$ cat config.mk
export PLATFORM = sky130hd
export DESIGN_NAME = sleep_mode_controller
export DESIGN_NICKNAME = d
export VERILOG_FILES = /design/src/shared/sleep_pkg.sv /design/src/design/sleep_mode_controller.sv
export SDC_FILE = /design/constraint.sdc
export NUM_CORES = 1
export LEC_CHECK = 0
export BUFFER_PORTS_ARGS = -buffer_cell sky130_fd_sc_hd__buf_2
export CAP_MARGIN = 5
export CORE_MARGIN = 8
export CORE_UTILIZATION = 40
export CTS_CLUSTER_SIZE = 14
export DETAILED_ROUTE_END_ITERATION = 7
export SLEW_MARGIN = 10
export SYNTH_ARGS = -nofsm -noshare
export SYNTH_HDL_FRONTEND = slang
export SYNTH_SLANG_ARGS = --single-unit
$ cat constraint.sdc
create_clock -name i_clk -period 2.6 [get_ports i_clk]
set_clock_uncertainty 0.2 [all_clocks]
set_input_delay 0.13 -clock i_clk [delete_from_list [all_inputs] [get_ports i_clk]]
set_output_delay 0.13 -clock i_clk [all_outputs]
set_load 0.01 [all_outputs]
$ cat src/shared/sleep_pkg.sv
// package for the sleep mode controller: mode codes, states, carriers and timing
package sleep_pkg;

  // sleep mode selection codes (three-bit field)
  localparam logic [2:0] IDLE_CODE              = 3'h0;
  localparam logic [2:0] POWER_DOWN_CODE        = 3'h2;
  localparam logic [2:0] POWER_SAVE_CODE        = 3'h3;
  localparam logic [2:0] STANDBY_CODE           = 3'h6;
  localparam logic [2:0] EXTENDED_STANDBY_CODE  = 3'h7;

  // cycles the cpu stays halted after any wake-up
  localparam int unsigned WAKE_HALT_CYCLES = 4;
  localparam logic [2:0]  WAKE_HALT_LAST   = 3'(WAKE_HALT_CYCLES - 1);
  localparam logic [2:0]  HALT_CNT_ZERO    = 3'h0;

  // default clock source start-up wait, in system clock cycles
  localparam int unsigned OSC_START_CYCLES_DEFAULT = 64;

  // sequencer states, one-hot
  typedef enum logic [4:0] {
    ST_ACTIVE = 5'h01,
    ST_SLEEP  = 5'h02,
    ST_START  = 5'h04,
    ST_HALT   = 5'h08,
    ST_WAKE   = 5'h10
  } seq_state_t;

  // wake-up sources offered by the surrounding logic
  typedef struct packed {
    logic port_async;   // asynchronous port pin interrupt
    logic twi_match;    // two-wire address match interrupt
    logic rtc_irq;      // real-time counter overflow or compare
    logic any_irq;      // any enabled interrupt
  } wake_src_t;

  // clock and oscillator gates driven out, high means running
  typedef struct packed {
    logic cpu_clk;
    logic nvm_clk;
    logic per_clk;
    logic rtc_clk;
    logic sys_osc;
    logic rtc_osc;
  } clk_gate_t;

endpackage : sleep_pkg

$ cat src/design/sleep_mode_controller.sv
// sleep and power-mode sequencer: clock gating, wake-up selection and wake halt
`timescale 1ns/10ps

// sequence of one sleep: the core issues the sleep instruction while armed
// with a defined mode code. the mode is latched, and the clock gates take
// that mode's pattern one cycle later. a wake source that the latched mode
// allows, seen through two synchroniser flops, ends the sleep. modes that stop
// the system clock source first wait out its start-up. every wake then holds
// the core for four cycles with all other clocks running by the second of them, and one
// resume cycle hands control to the interrupt controller.
// limitation: priority among pending interrupts belongs to the interrupt
// controller; this block only tells it when the core may run again.
// trade-off: status outputs are registered, so they lag the state by a cycle.

// Overview of operation
// - sleep instruction enters selected mode from active
// - enabled wake interrupt serviced, then resume after sleep
// - pending higher priority interrupts served first
// - cpu halted four cycles after every wake
// - idle stops cpu, nvm when not busy; peripherals keep running
// - power-down stops every clock and oscillator
// - power-down wakes on twi match, port pins
// - power-save keeps rtc running, rtc wakes
// - standby keeps system clock source running
// - extended standby is power-save plus system source
// - register file, sram, registers kept while sleeping
// - reset during sleep restarts at reset vector
// - stopped system source adds start-up wait
// - resets and mode wake sources end sleep
// - software gates individual peripheral clocks
// - mode codes 000 010 011 110 111
// - sleep only while arm bit set
module sleep_mode_controller
  import sleep_pkg::*;
#(
  parameter int unsigned NUM_PERIPH        = 8,
  parameter int unsigned OSC_START_CYCLES  = OSC_START_CYCLES_DEFAULT,
  parameter int unsigned START_CNT_W       = 16
) (
  // clock and reset
  input  wire logic                  i_clk,
  input  wire logic                  i_reset,
  // cpu side
  input  wire logic                  i_sleep_instr,
  input  wire logic [2:0]            i_sleep_mode_select,
  input  wire logic                  i_sleep_arm_bit,
  input  wire logic                  i_nvm_busy,
  input  wire logic                  i_rtc_enabled,
  input  wire logic [NUM_PERIPH-1:0] i_periph_stop,
  // wake sources, levels from outside the domain
  input  wire wake_src_t             i_wake_src,
  // clock generator and cpu control
  output      clk_gate_t             o_clk_gate,
  output      logic [NUM_PERIPH-1:0] o_periph_clk_en,
  output      logic                  o_cpu_halt,
  output      logic                  o_sleeping,
  output      logic                  o_wake_pulse,
  output      logic [2:0]            o_active_mode
);

  // true for the five defined codes
  function automatic logic mode_valid(input logic [2:0] m);
    case (m)
      IDLE_CODE, POWER_DOWN_CODE, POWER_SAVE_CODE, STANDBY_CODE, EXTENDED_STANDBY_CODE: mode_valid = 1'b1;
      default: mode_valid = 1'b0;
    endcase
  endfunction : mode_valid

  // gate pattern held during each mode
  function automatic clk_gate_t mode_gates(input logic [2:0] m, input logic rtc_en, input logic nvm_busy);
    clk_gate_t g;
    g = '0;
    case (m)
      IDLE_CODE: begin
        g.nvm_clk = nvm_busy;
        g.per_clk = 1'b1;
        g.rtc_clk = 1'b1;
        g.sys_osc = 1'b1;
        g.rtc_osc = 1'b1;
      end
      POWER_DOWN_CODE: g = '0;
      POWER_SAVE_CODE: begin
        g.rtc_clk = rtc_en;
        g.rtc_osc = rtc_en;
      end
      STANDBY_CODE: g.sys_osc = 1'b1;
      EXTENDED_STANDBY_CODE: begin
        g.sys_osc = 1'b1;
        g.rtc_clk = rtc_en;
        g.rtc_osc = rtc_en;
      end
      default: g = '0;
    endcase
    mode_gates = g;
  endfunction : mode_gates

  // wake decision per mode
  function automatic logic mode_wakes(input logic [2:0] m, input wake_src_t w, input logic rtc_en);
    case (m)
      IDLE_CODE:             mode_wakes = w.any_irq | w.port_async | w.twi_match | w.rtc_irq;
      POWER_DOWN_CODE,
      STANDBY_CODE:          mode_wakes = w.port_async | w.twi_match;
      POWER_SAVE_CODE,
      EXTENDED_STANDBY_CODE: mode_wakes = w.port_async | w.twi_match | (rtc_en & w.rtc_irq);
      default:               mode_wakes = 1'b0;
    endcase
  endfunction : mode_wakes

  seq_state_t             state_reg;
  logic [2:0]             mode_reg;
  logic [2:0]             halt_cnt_reg;
  logic [START_CNT_W-1:0] start_cnt_reg;
  wake_src_t              wake_meta_reg;
  wake_src_t              wake_sync_reg;
  logic                   wake_hit;
  logic                   sleep_ok;
  logic                   osc_was_off;
  logic                   start_done;
  clk_gate_t              sleep_gates;
  logic                   halt_last;
  logic                   periph_all_off;
  // status next values
  logic                   cpu_halt_next;
  logic                   sleeping_next;
  logic                   wake_pulse_next;

  // two-flop synchronisers on the wake levels; async sources stay meaningful in any mode
  always_ff @(posedge i_clk) begin
    if (i_reset) begin
      wake_meta_reg <= '0;
      wake_sync_reg <= '0;
    end else begin
      wake_meta_reg <= i_wake_src;
      wake_sync_reg <= wake_meta_reg;
    end
  end

  assign sleep_ok    = i_sleep_instr & i_sleep_arm_bit & mode_valid(i_sleep_mode_select);
  assign wake_hit    = mode_wakes(mode_reg, wake_sync_reg, i_rtc_enabled);
  // gate pattern of the latched mode; its oscillator bit also picks the wake path
  assign sleep_gates    = mode_gates(mode_reg, i_rtc_enabled, i_nvm_busy);
  assign osc_was_off    = ~sleep_gates.sys_osc;
  // last of the halt cycles, shared by the resume pulse and the halt release
  assign halt_last      = (halt_cnt_reg == WAKE_HALT_LAST);
  // deep modes stop the whole peripheral clock; single stops apply in active, idle and the wake path
  assign periph_all_off = (state_reg == ST_SLEEP) && (mode_reg != IDLE_CODE);
  assign start_done  = (start_cnt_reg == START_CNT_W'(OSC_START_CYCLES - 1));

  // main sequencer; reset from any state returns to active, the cpu then fetches the reset vector
  always_ff @(posedge i_clk) begin
    if (i_reset) begin
      state_reg <= ST_ACTIVE;
    end else begin
      case (state_reg)
        ST_ACTIVE: begin
          if (sleep_ok) begin
            state_reg <= ST_SLEEP;
          end
        end
        ST_SLEEP: begin
          if (wake_hit) begin
            state_reg <= osc_was_off ? ST_START : ST_HALT;
          end
        end
        ST_START: begin
          if (start_done) begin
            state_reg <= ST_HALT;
          end
        end
        ST_HALT: begin
          if (halt_cnt_reg == WAKE_HALT_LAST) begin
            state_reg <= ST_WAKE;
          end
        end
        ST_WAKE: state_reg <= ST_ACTIVE;
        default: state_reg <= ST_ACTIVE;
      endcase
    end
  end

  // mode captured at sleep entry so a later select change cannot alter a sleep in progress
  always_ff @(posedge i_clk) begin
    if (i_reset) begin
      mode_reg <= IDLE_CODE;
    end else if (state_reg == ST_ACTIVE && sleep_ok) begin
      mode_reg <= i_sleep_mode_select;
    end
  end

  // oscillator start-up counter
  always_ff @(posedge i_clk) begin
    if (i_reset || state_reg != ST_START) begin
      start_cnt_reg <= '0;
    end else if (!start_done) begin
      start_cnt_reg <= start_cnt_reg + START_CNT_W'(1);
    end
  end

  // wake halt counter
  always_ff @(posedge i_clk) begin
    if (i_reset || state_reg != ST_HALT) begin
      halt_cnt_reg <= HALT_CNT_ZERO;
    end else begin
      halt_cnt_reg <= halt_cnt_reg + 3'h1;
    end
  end

  // gate outputs: registered so no glitch reaches the clock gates
  always_ff @(posedge i_clk) begin
    if (i_reset) begin
      o_clk_gate <= '1;
    end else begin
      case (state_reg)
        ST_SLEEP: o_clk_gate <= mode_gates(mode_reg, i_rtc_enabled, i_nvm_busy);
        ST_START, ST_HALT: begin
          // clocks restart while the cpu stays halted; state is only frozen, never cleared
          o_clk_gate         <= '1;
          o_clk_gate.cpu_clk <= 1'b0;
        end
        default: o_clk_gate <= '1;
      endcase
    end
  end

  // per-peripheral clock stop honoured in active, idle and the wake path, deeper modes gate everything
  always_ff @(posedge i_clk) begin
    if (i_reset) begin
      o_periph_clk_en <= '1;
    end else if (periph_all_off) begin
      o_periph_clk_en <= '0;
    end else begin
      o_periph_clk_en <= ~i_periph_stop;
    end
  end

  // cpu status next values, worked out per state so each state shows its intent
  always_comb begin
    cpu_halt_next   = 1'b0;
    sleeping_next   = 1'b0;
    wake_pulse_next = 1'b0;
    case (state_reg)
      ST_ACTIVE: begin
        // the entry cycle already reports halted so the core issues nothing more
        cpu_halt_next = sleep_ok;
        sleeping_next = sleep_ok;
      end
      ST_SLEEP: begin
        cpu_halt_next = 1'b1;
        sleeping_next = 1'b1;
      end
      ST_START: begin
        cpu_halt_next = 1'b1;
      end
      ST_HALT: begin
        // halt drops in the very cycle the resume pulse rises, so the core loses no extra cycle
        cpu_halt_next   = ~halt_last;
        wake_pulse_next = halt_last;
      end
      default: begin
        cpu_halt_next   = 1'b0;
        sleeping_next   = 1'b0;
        wake_pulse_next = 1'b0;
      end
    endcase
  end

  // cpu halt towards the core
  always_ff @(posedge i_clk) begin
    if (i_reset) begin
      o_cpu_halt <= 1'b0;
    end else begin
      o_cpu_halt <= cpu_halt_next;
    end
  end

  // sleep status, high from the entry cycle until the wake path starts
  always_ff @(posedge i_clk) begin
    if (i_reset) begin
      o_sleeping <= 1'b0;
    end else begin
      o_sleeping <= sleeping_next;
    end
  end

  // resume pulse; the interrupt controller then vectors by its own priority
  always_ff @(posedge i_clk) begin
    if (i_reset) begin
      o_wake_pulse <= 1'b0;
    end else begin
      o_wake_pulse <= wake_pulse_next;
    end
  end

  // mode report, lags the latched mode by one cycle
  always_ff @(posedge i_clk) begin
    if (i_reset) begin
      o_active_mode <= IDLE_CODE;
    end else begin
      o_active_mode <= mode_reg;
    end
  end

endmodule : sleep_mode_controller

==> results of run 1 <==
## final timing paths
path	end	slack, ns	depth (start not counted)
max	o_periph_clk_en[2]$_SDFF_PP1_	0.15	5
min	state_reg[0]$_SDFFE_PP1P_	0.03	3
max reg2reg	o_periph_clk_en[2]$_SDFF_PP1_	0.15	5
min reg2reg	halt_cnt_reg[0]$_SDFF_PP0_	0.25	1
## cells by family (layout without fill, tap and decap cells)
group	after synthesis	in the layout	share of synthesized area
compound gates	43	43	0.137
buf+inv	13	83	0.0290
mux	4	4	0.0193
xor+xnor	11	11	0.0466
flops	54	54	0.522
simple gates	88	88	0.227
fa+ha+maj	3	3	0.0181
## Yosys cell counts (2+ instances only)
cell type / n
xor2_1: 7
o2111ai_1: 2
and2_1: 4
clkbuf_1: 4
or3_1: 6
nand4_1: 3
ha_1: 3
mux2i_1: 4
xnor2_1: 4
nand2_1: 9
o211ai_1: 4
nor3_1: 8
a31o_2: 2
nor4_1: 3
o21ai_0: 16
nor2b_1: 12
and4_1: 2
o21a_1: 2
nand3_1: 6
dfxtp_1: 54
a21oi_1: 8
inv_1: 7
nor2_1: 26
## cell type report
| type | instances | area share |
|---|---|---|
| flip-flops and latches | 54 | 0.400 |
| inverters | 7 | 0.00972 |
| well taps | 70 | 0.0324 |
| multi-input cells | 149 | 0.345 |
| clock buffers | 6 | 0.0306 |
| clock inverters | 2 | 0.00602 |
| repair buffers | 68 | 0.176 |
## metrics by stage
| step | hold WS (ns) | total power, uW | util | area [sq um] |
|---|---|---|---|---|
| global route | 0.0292 | 1770 | 0.536 | 2700 |
| finish | 0.0268 | 1670 | 0.536 | 2700 |
| CTS | 0.0136 | 1690 | 0.535 | 2700 |
| floorplan | 0.0225 | 1080 | - | 2070 |
| global placement | 0.126 | 1160 | 0.464 | 2340 |
| detailed placement | 0.125 | 1160 | 0.464 | 2340 |
## power by group through the flow
| stage | clock (uW) | combinational (uW) | sequential, uW |
|---|---|---|---|
| after floorplan | 0 | 161 | 922 |
| after global placement | 0 | 238 | 924 |
| after detailed placement | 0 | 237 | 923 |
| after CTS | 517 | 268 | 904 |
| after global routing | 561 | 298 | 912 |
| final | 494 | 269 | 904 |
## worst min-delay path, stage by stage
cell      delay (ns)
buf_2           0.11
o211ai_1        0.11
a31o_2          0.16
## what timing repair did
action	4_1_cts	5_1_grt
hold buffers	26	0
endpoints found under the hold margin	18	0
gates resized for setup	0	1
setup endpoints to repair	0	8
## metal layers
| metal | GRT usage | vias to the layer above |
|---|---|---|
| li1 | - | 889 |
| met1 | 0.140 | 758 |
| met2 | 0.207 | 35 |
| met3 | 0.0281 | 2 |
| met4 | 0.0469 | 0 |
| met5 | 0 | - |
==> results.txt, run 1 <==
Worst Setup Slack, final: 0.154 ns
Pre-antenna DRT Iters: 4
DRC viols: 0
Initial Util: 0.410
Syn. warnings: 0
Distinct cell type count after synthesis: 43
Placed cells: 322
DR WL met3: 238 microns
LEAKAGE: 0.00104 uW
Crit. End Element: flop
Pint: 1230 uW
Ports: 41
Slew @ Worst Pin: 0.636 ns
RR Startpoint: state_reg[2]$_SDFFE_PP0P_
Fill count: 476
Gate power share: 0.162
WL per Instance: 12.6 microns
DR vias: 1684
F_max: 409 MHz
Yosys top cell area share: 0.522
H-Tree Depth: 2
Predominant post-synthesis flop cell: dfxtp_1
Worst EP required: 2.59 ns
Most frequent cells in the layout: dfxtp_1, buf_2, nor2_1, dlygate4sd3_1, o21ai_0
CTS tree: built
Kind of critical path: reg -> reg
DIE AREA: 7730 sq um
Synth area leaders: dfxtp_1, nor2_1, o21ai_0, nor2b_1, xor2_1
Vias in the first global route: 1659
Min Tclk post-route: 2.45 ns
Multi-input gate area: 933 sq um
Final net count: 309
Hold Crit Start: i_sleep_instr
Cell Area, Synth: 2070 sq um
Largest net degree at the start of global routing: 23
Antenna Cells: 0
Area delta synth->final: 30.6%
CTS Sinks: 54
Die Ht: 87.9 microns
Critical path cell sequence: or4b_4, or2_4, nor2_4, o21ai_0, dlygate4sd3_1
Slowest Stage Delay on Critical Path: 0.59 ns
Outcome: finished clean
# setup viols final: 0
Commonest non-fill, non-tap cell in the layout: dfxtp_1
Clk_lat worst skew: 0.30 ns
IO buf count: 40
Placement Setup Slack: 0.634 ns
CP arrival: 2.44 ns
Die W: 87.9 microns
Setup TNS: 0 ns
Layout Cells excl Fill: 356
Wirelength, routed: 4.47 mm
CP Max Fanout: 8
Synth area leader: dfxtp_1
GR Overflow Total: 0
Slowest CP cell: or4b_4
Top cell family by delay on the critical path: simple AND/OR/NAND/NOR gates
Syn Area/Cell: 9.58 sq um
Slew margin rel.: 0.575
Critical path buffer and inverter count: 1
Antenna violations before repair: 0
Synth Instances: 216
Net Sw Frac: 0.264
Vias per cell: 4.73
Top routing layer in use: met4
Mapped Nets: 240
P_sw: 441 uW
Worst hold path class: in -> reg
Critical Path Start Type: flop
Clock transition at the registers of the reported paths: 0.10 ns
WL met1: 2.11 mm
Setup crit start: state_reg[2]$_SDFFE_PP0P_
Peak VDD IR: 307 uV
Core Area: 5040 sq um
First-pass GRT wire length: 7.42 mm
Seq/Total Area, Yosys: 0.522
Share of cells above drive strength 1: 0.217
Clock power share: 0.296
Setup bufs post-CTS: 0
Maxcap violations: 0
Global Route Usage Sum: 0.120
Pwr dens: 617 nW/um^2
Final Max Tran Viols: 0
Final hold viol count: 0
Sequential Power Share: 0.542
DRT iter0 DRCs: 68
Clock Tree Buf Depth: 2
Async S/R FF share, synth: 0
HPWL after DPL: 3.05 mm
Final period util: 0.941
ANT nets after route: 0
Row count: 26
Post-synth EDFFs: 0
Max FFs per register: 16
GP Congestion: 0.817
Synth Register Bits: 54
Unrepaired setup endpoints after global routing: false
WL met2: 2.10 mm
FF/Latch Area: 1080 sq um
Clk root buf: clkbuf_8
Num CTS Buffers: 5
Power figures use the tool's default switching activity.
==> inputs of run 2 (changes only) <==
Settings changed: ABC_AREA set to 1.
==> run 2 against run 1 <==
  * Synthesized cell count up 29%
  * Combinational power up 13%
  * Sequential share of layout area unchanged
  * First-iteration DRC count up 5.9%
  * Global-route usage up 0.92 points
  * Cell count up 15%
  * Area after synthesis up 4.4%
==> results.txt, run 2 <==
Outcome: finished clean (unchanged)
Num CTS Buffers: 5 (unchanged)
Critical Path Start Type: input pin (was flop)
CP Max Fanout: 9 (was 8)
Design Area, Final: 2700 sq um (unchanged)
Final period util: 0.670 (was 0.941)
DRC viols: 0 (unchanged)
Distinct cell type count after synthesis: 35 (was 43)
DRT iter0 DRCs: 72 (was 68)
WL per Instance: 11.5 microns (was 12.6 microns)
IO buf count: 40 (unchanged)
RR Startpoint: start_cnt_reg[0]$_SDFFE_PP0N_ (was state_reg[2]$_SDFFE_PP0P_)
LEAKAGE: 0.00115 uW (was 0.00104 uW)
F_max: 574 MHz (was 409 MHz)
Fill count: 511 (was 476)
WHS Path Cells: 2 (was 3)
Clock Tree Buf Depth: 2 (unchanged)
DR vias: 1887 (was 1684)
Clk_lat worst skew: 0.31 ns (was 0.30 ns)
Yosys top cell area share: 0.500 (was 0.522)
Slowest CP cell: dlygate4sd3_1 (was or4b_4)
H-Tree Depth: 2 (unchanged)
Clock power share: 0.319 (was 0.296)
Min Tclk post-route: 1.74 ns (was 2.45 ns)
Critical path buffer and inverter count: 2 (was 1)
Predominant post-synthesis flop cell: dfxtp_1 (unchanged)
Pint: 1280 uW (was 1230 uW)
Most frequent cells in the layout: dfxtp_1, nand2_1, nor2_1, inv_1, buf_2 (was dfxtp_1, buf_2, nor2_1, dlygate4sd3_1, o21ai_0)
First-pass GRT wire length: 8.00 mm (was 7.42 mm)
Top cell family by delay on the critical path: buffers and inverters (was simple AND/OR/NAND/NOR gates)
Post-synthesis compound-gate area fraction: 0.0915 (was 0.137)
Worst EP required: 2.54 ns (was 2.59 ns)
Die Ht: 89.5 microns (was 87.9 microns)
Cell with the most instances after synthesis: dfxtp_1 (unchanged)
Cell Area, Synth: 2160 sq um (was 2070 sq um)
Clock transition at the registers of the reported paths: 0.10 ns (about the same)
Crit. End Element: flop (unchanged)
Global Route Usage Sum: 0.130 (was 0.120)
Peak VDD IR: 397 uV (was 307 uV)
Simple logic cell fraction of the synthesized area: 0.287 (was 0.227)
DIE AREA: 8010 sq um (was 7730 sq um)
Max FFs per register: 16 (unchanged)
Post-synth EDFFs: 0 (unchanged)
Setup TNS: 0 ns (unchanged)
Vias in the first global route: 1799 (was 1659)
Ports: 41 (unchanged)
Largest family of logic cells by synthesized area: simple AND/OR/NAND/NOR gates (unchanged)
Synth area leaders: dfxtp_1, nand2_1, nor2_1, inv_1, a21oi_1 (was dfxtp_1, nor2_1, o21ai_0, nor2b_1, xor2_1)
Core Area: 5170 sq um (was 5040 sq um)
Pre-antenna DRT Iters: 4 (unchanged)
Kind of critical path: in -> reg (was reg -> reg)
Sequential Power Share: 0.510 (was 0.542)
# setup viols final: 0 (unchanged)
Die W: 89.5 microns (was 87.9 microns)
Antenna Cells: 0 (unchanged)
Worst reg2reg setup slack: 0.87 ns (was 0.15 ns)
Vias per cell: 4.63 (was 4.73)
Mux share of post-synthesis cell area: 0 (was 0.0193)
Slew margin rel.: 0.644 (was 0.575)
Net Sw Frac: 0.276 (was 0.264)
Syn. warnings: 0 (unchanged)
Maxcap violations: 0 (unchanged)
GR Overflow Total: 0 (unchanged)
Antenna violations before repair: 0 (unchanged)
Pwr dens: 657 nW/um^2 (was 617 nW/um^2)
CP arrival: 1.68 ns (was 2.44 ns)
P_sw: 490 uW (was 441 uW)
Gate power share: 0.171 (was 0.162)
Worst-case reg-to-reg path depth: 8 (was 5)
Wirelength, routed: 4.71 mm (was 4.47 mm)
Final Max Tran Viols: 0 (unchanged)
Slowest Stage Delay on Critical Path: 0.54 ns (was 0.59 ns)
Slew @ Worst Pin: 0.533 ns (was 0.636 ns)
Worst hold path class: in -> reg (unchanged)
Clk root buf: clkbuf_8 (unchanged)
Seq/Total Area, Yosys: 0.500 (was 0.522)
Unrepaired setup endpoints after global routing: false (unchanged)
Syn Area/Cell: 7.74 sq um (was 9.58 sq um)
Post-synthesis xor/xnor area fraction: 0.0122 (was 0.0466)
Synth Instances: 279 (was 216)
Hold Crit Start: i_reset (was i_sleep_instr)
Initial Util: 0.418 (was 0.410)
Row count: 26 (unchanged)
Final hold viol count: 0 (unchanged)
Synth area leader: dfxtp_1 (unchanged)
CTS tree: built (unchanged)
Final net count: 361 (was 309)
Commonest non-fill, non-tap cell in the layout: dfxtp_1 (unchanged)
ANT nets after route: 0 (unchanged)
Share of cells above drive strength 1: 0.189 (was 0.217)
Area delta synth->final: 25.1% (was 30.6%)
Worst hold endpoint: wake_sync_reg[3]$_SDFF_PP0_ (was state_reg[0]$_SDFFE_PP1P_)
Mapped Nets: 303 (was 240)
Synth Register Bits: 54 (unchanged)
Async S/R FF share, synth: 0 (unchanged)
CTS Sinks: 54 (unchanged)
Largest net degree at the start of global routing: 20 (was 23)
GP Congestion: 0.802 (was 0.817)
HPWL after DPL: 3.35 mm (was 3.05 mm)
Critical path cell sequence: dlygate4sd3_1, buf_2, o21bai_1, or2_0, a41oi_1 (was or4b_4, or2_4, nor2_4, o21ai_0, dlygate4sd3_1)
Critical R2R Capture: state_reg[2]$_SDFFE_PP0P_ (was o_periph_clk_en[2]$_SDFF_PP1_)
Post-Synth Adder-Cell Area: 0.0174 (was 0.0181)
DP Area: 2420 sq um (was 2340 sq um)
Synth cell count leaders: dfxtp_1, nand2_1, nor2_1 (was dfxtp_1, nor2_1, o21ai_0)
[run 2: cell types whose count changed after synthesis, sizes merged, moves of 4 or more]
cell / change
a21oi: +6
inv: +37
mux2i: -4
nand2: +37
nand3: +8
nand4: +7
nor2: +23
nor2b: -12
nor3: -6
o211ai: -4
or3: -6
xor2: -5
[run 2: cells by family (layout without fill, tap and decap cells)]
logic type,Yosys count,count (layout)
and+or+nand+nor,131,131
DFF,54,54
buffers and inverters,51,110
AOI/OAI and AO/OA,37,37
adders and majority gates,3,3
xor gates and xnor gates,3,3
[run 2: worst max path at each step]
stage	start	endpoint	slack (ns)	depth (start not counted)
finish	i_sleep_mode_select[1]	o_cpu_halt$_SDFF_PP0_	0.86	5
detailed placement	start_cnt_reg[0]$_SDFFE_PP0N_	state_reg[2]$_SDFFE_PP0P_	0.88	8
global placement	start_cnt_reg[0]$_SDFFE_PP0N_	state_reg[2]$_SDFFE_PP0P_	0.87	8
global route	state_reg[4]$_SDFFE_PP0P_	o_periph_clk_en[4]$_SDFF_PP1_	0.70	4
CTS	start_cnt_reg[0]$_SDFFE_PP0N_	state_reg[2]$_SDFFE_PP0P_	0.87	8
floorplan	start_cnt_reg[0]$_SDFFE_PP0N_	state_reg[2]$_SDFFE_PP0P_	1.04	8
[run 2: through the flow]
step	power [uW]	hold WS (ns)	cells	utilization	worst slack, ns
2_1_floorplan	1130	0.0370	279	-	1.04
3_3_place_gp	1200	0.131	383	0.468	0.873
3_5_place_dp	1210	0.136	383	0.468	0.881
4_1_cts	1790	0.000243	408	0.522	0.867
5_1_grt	1870	0.0203	408	0.522	0.698
6_report	1770	0.00294	408	0.522	0.858
[run 2: worst register-to-register path: cells and delay by family, from the launching register on]
family          cells  cell delay (ns)
compound gates      1             0.13
fa+ha+maj           1             0.23
buf+inv             1             0.06
flops               1             0.37
simple gates        5             0.62
[run 2: final cells by class]
class / instances / area, sq um / share of cell area
sequential: 54 / 1080 / 0.400
multi-input combinational: 174 / 881 / 0.326
timing repair buffer: 57 / 370 / 0.137
inverter: 45 / 169 / 0.0625
tap: 70 / 87.6 / 0.0324
clock buffer: 5 / 68.8 / 0.0255
clock inverter: 3 / 45.0 / 0.0167
[run 2: timing repair]
action	CTS	global route
hold buffers	17	0
setup endpoints to repair	0	0
gates resized for setup	0	0
hold endpoints to repair	17	0
buffers inserted	0	0
[run 2: per-layer routing]
layer	routed length, microns	up-vias	share of wire	global-route usage
met4	56	0	0.012	0.0423
met2	2390	37	0.51	0.233
met1	2050	849	0.43	0.140
li1	-	997	-	-
met5	0	-	0	0
met3	217	4	0.046	0.0414
[run 2: power by group through the flow]
stage / registers (uW) / clock network [uW] / logic (uW)
global route: 913 / 614 / 339
floorplan: 931 / 0 / 202
CTS: 905 / 581 / 303
finish: 905 / 566 / 304
global placement: 924 / 0 / 279
detailed placement: 924 / 0 / 282
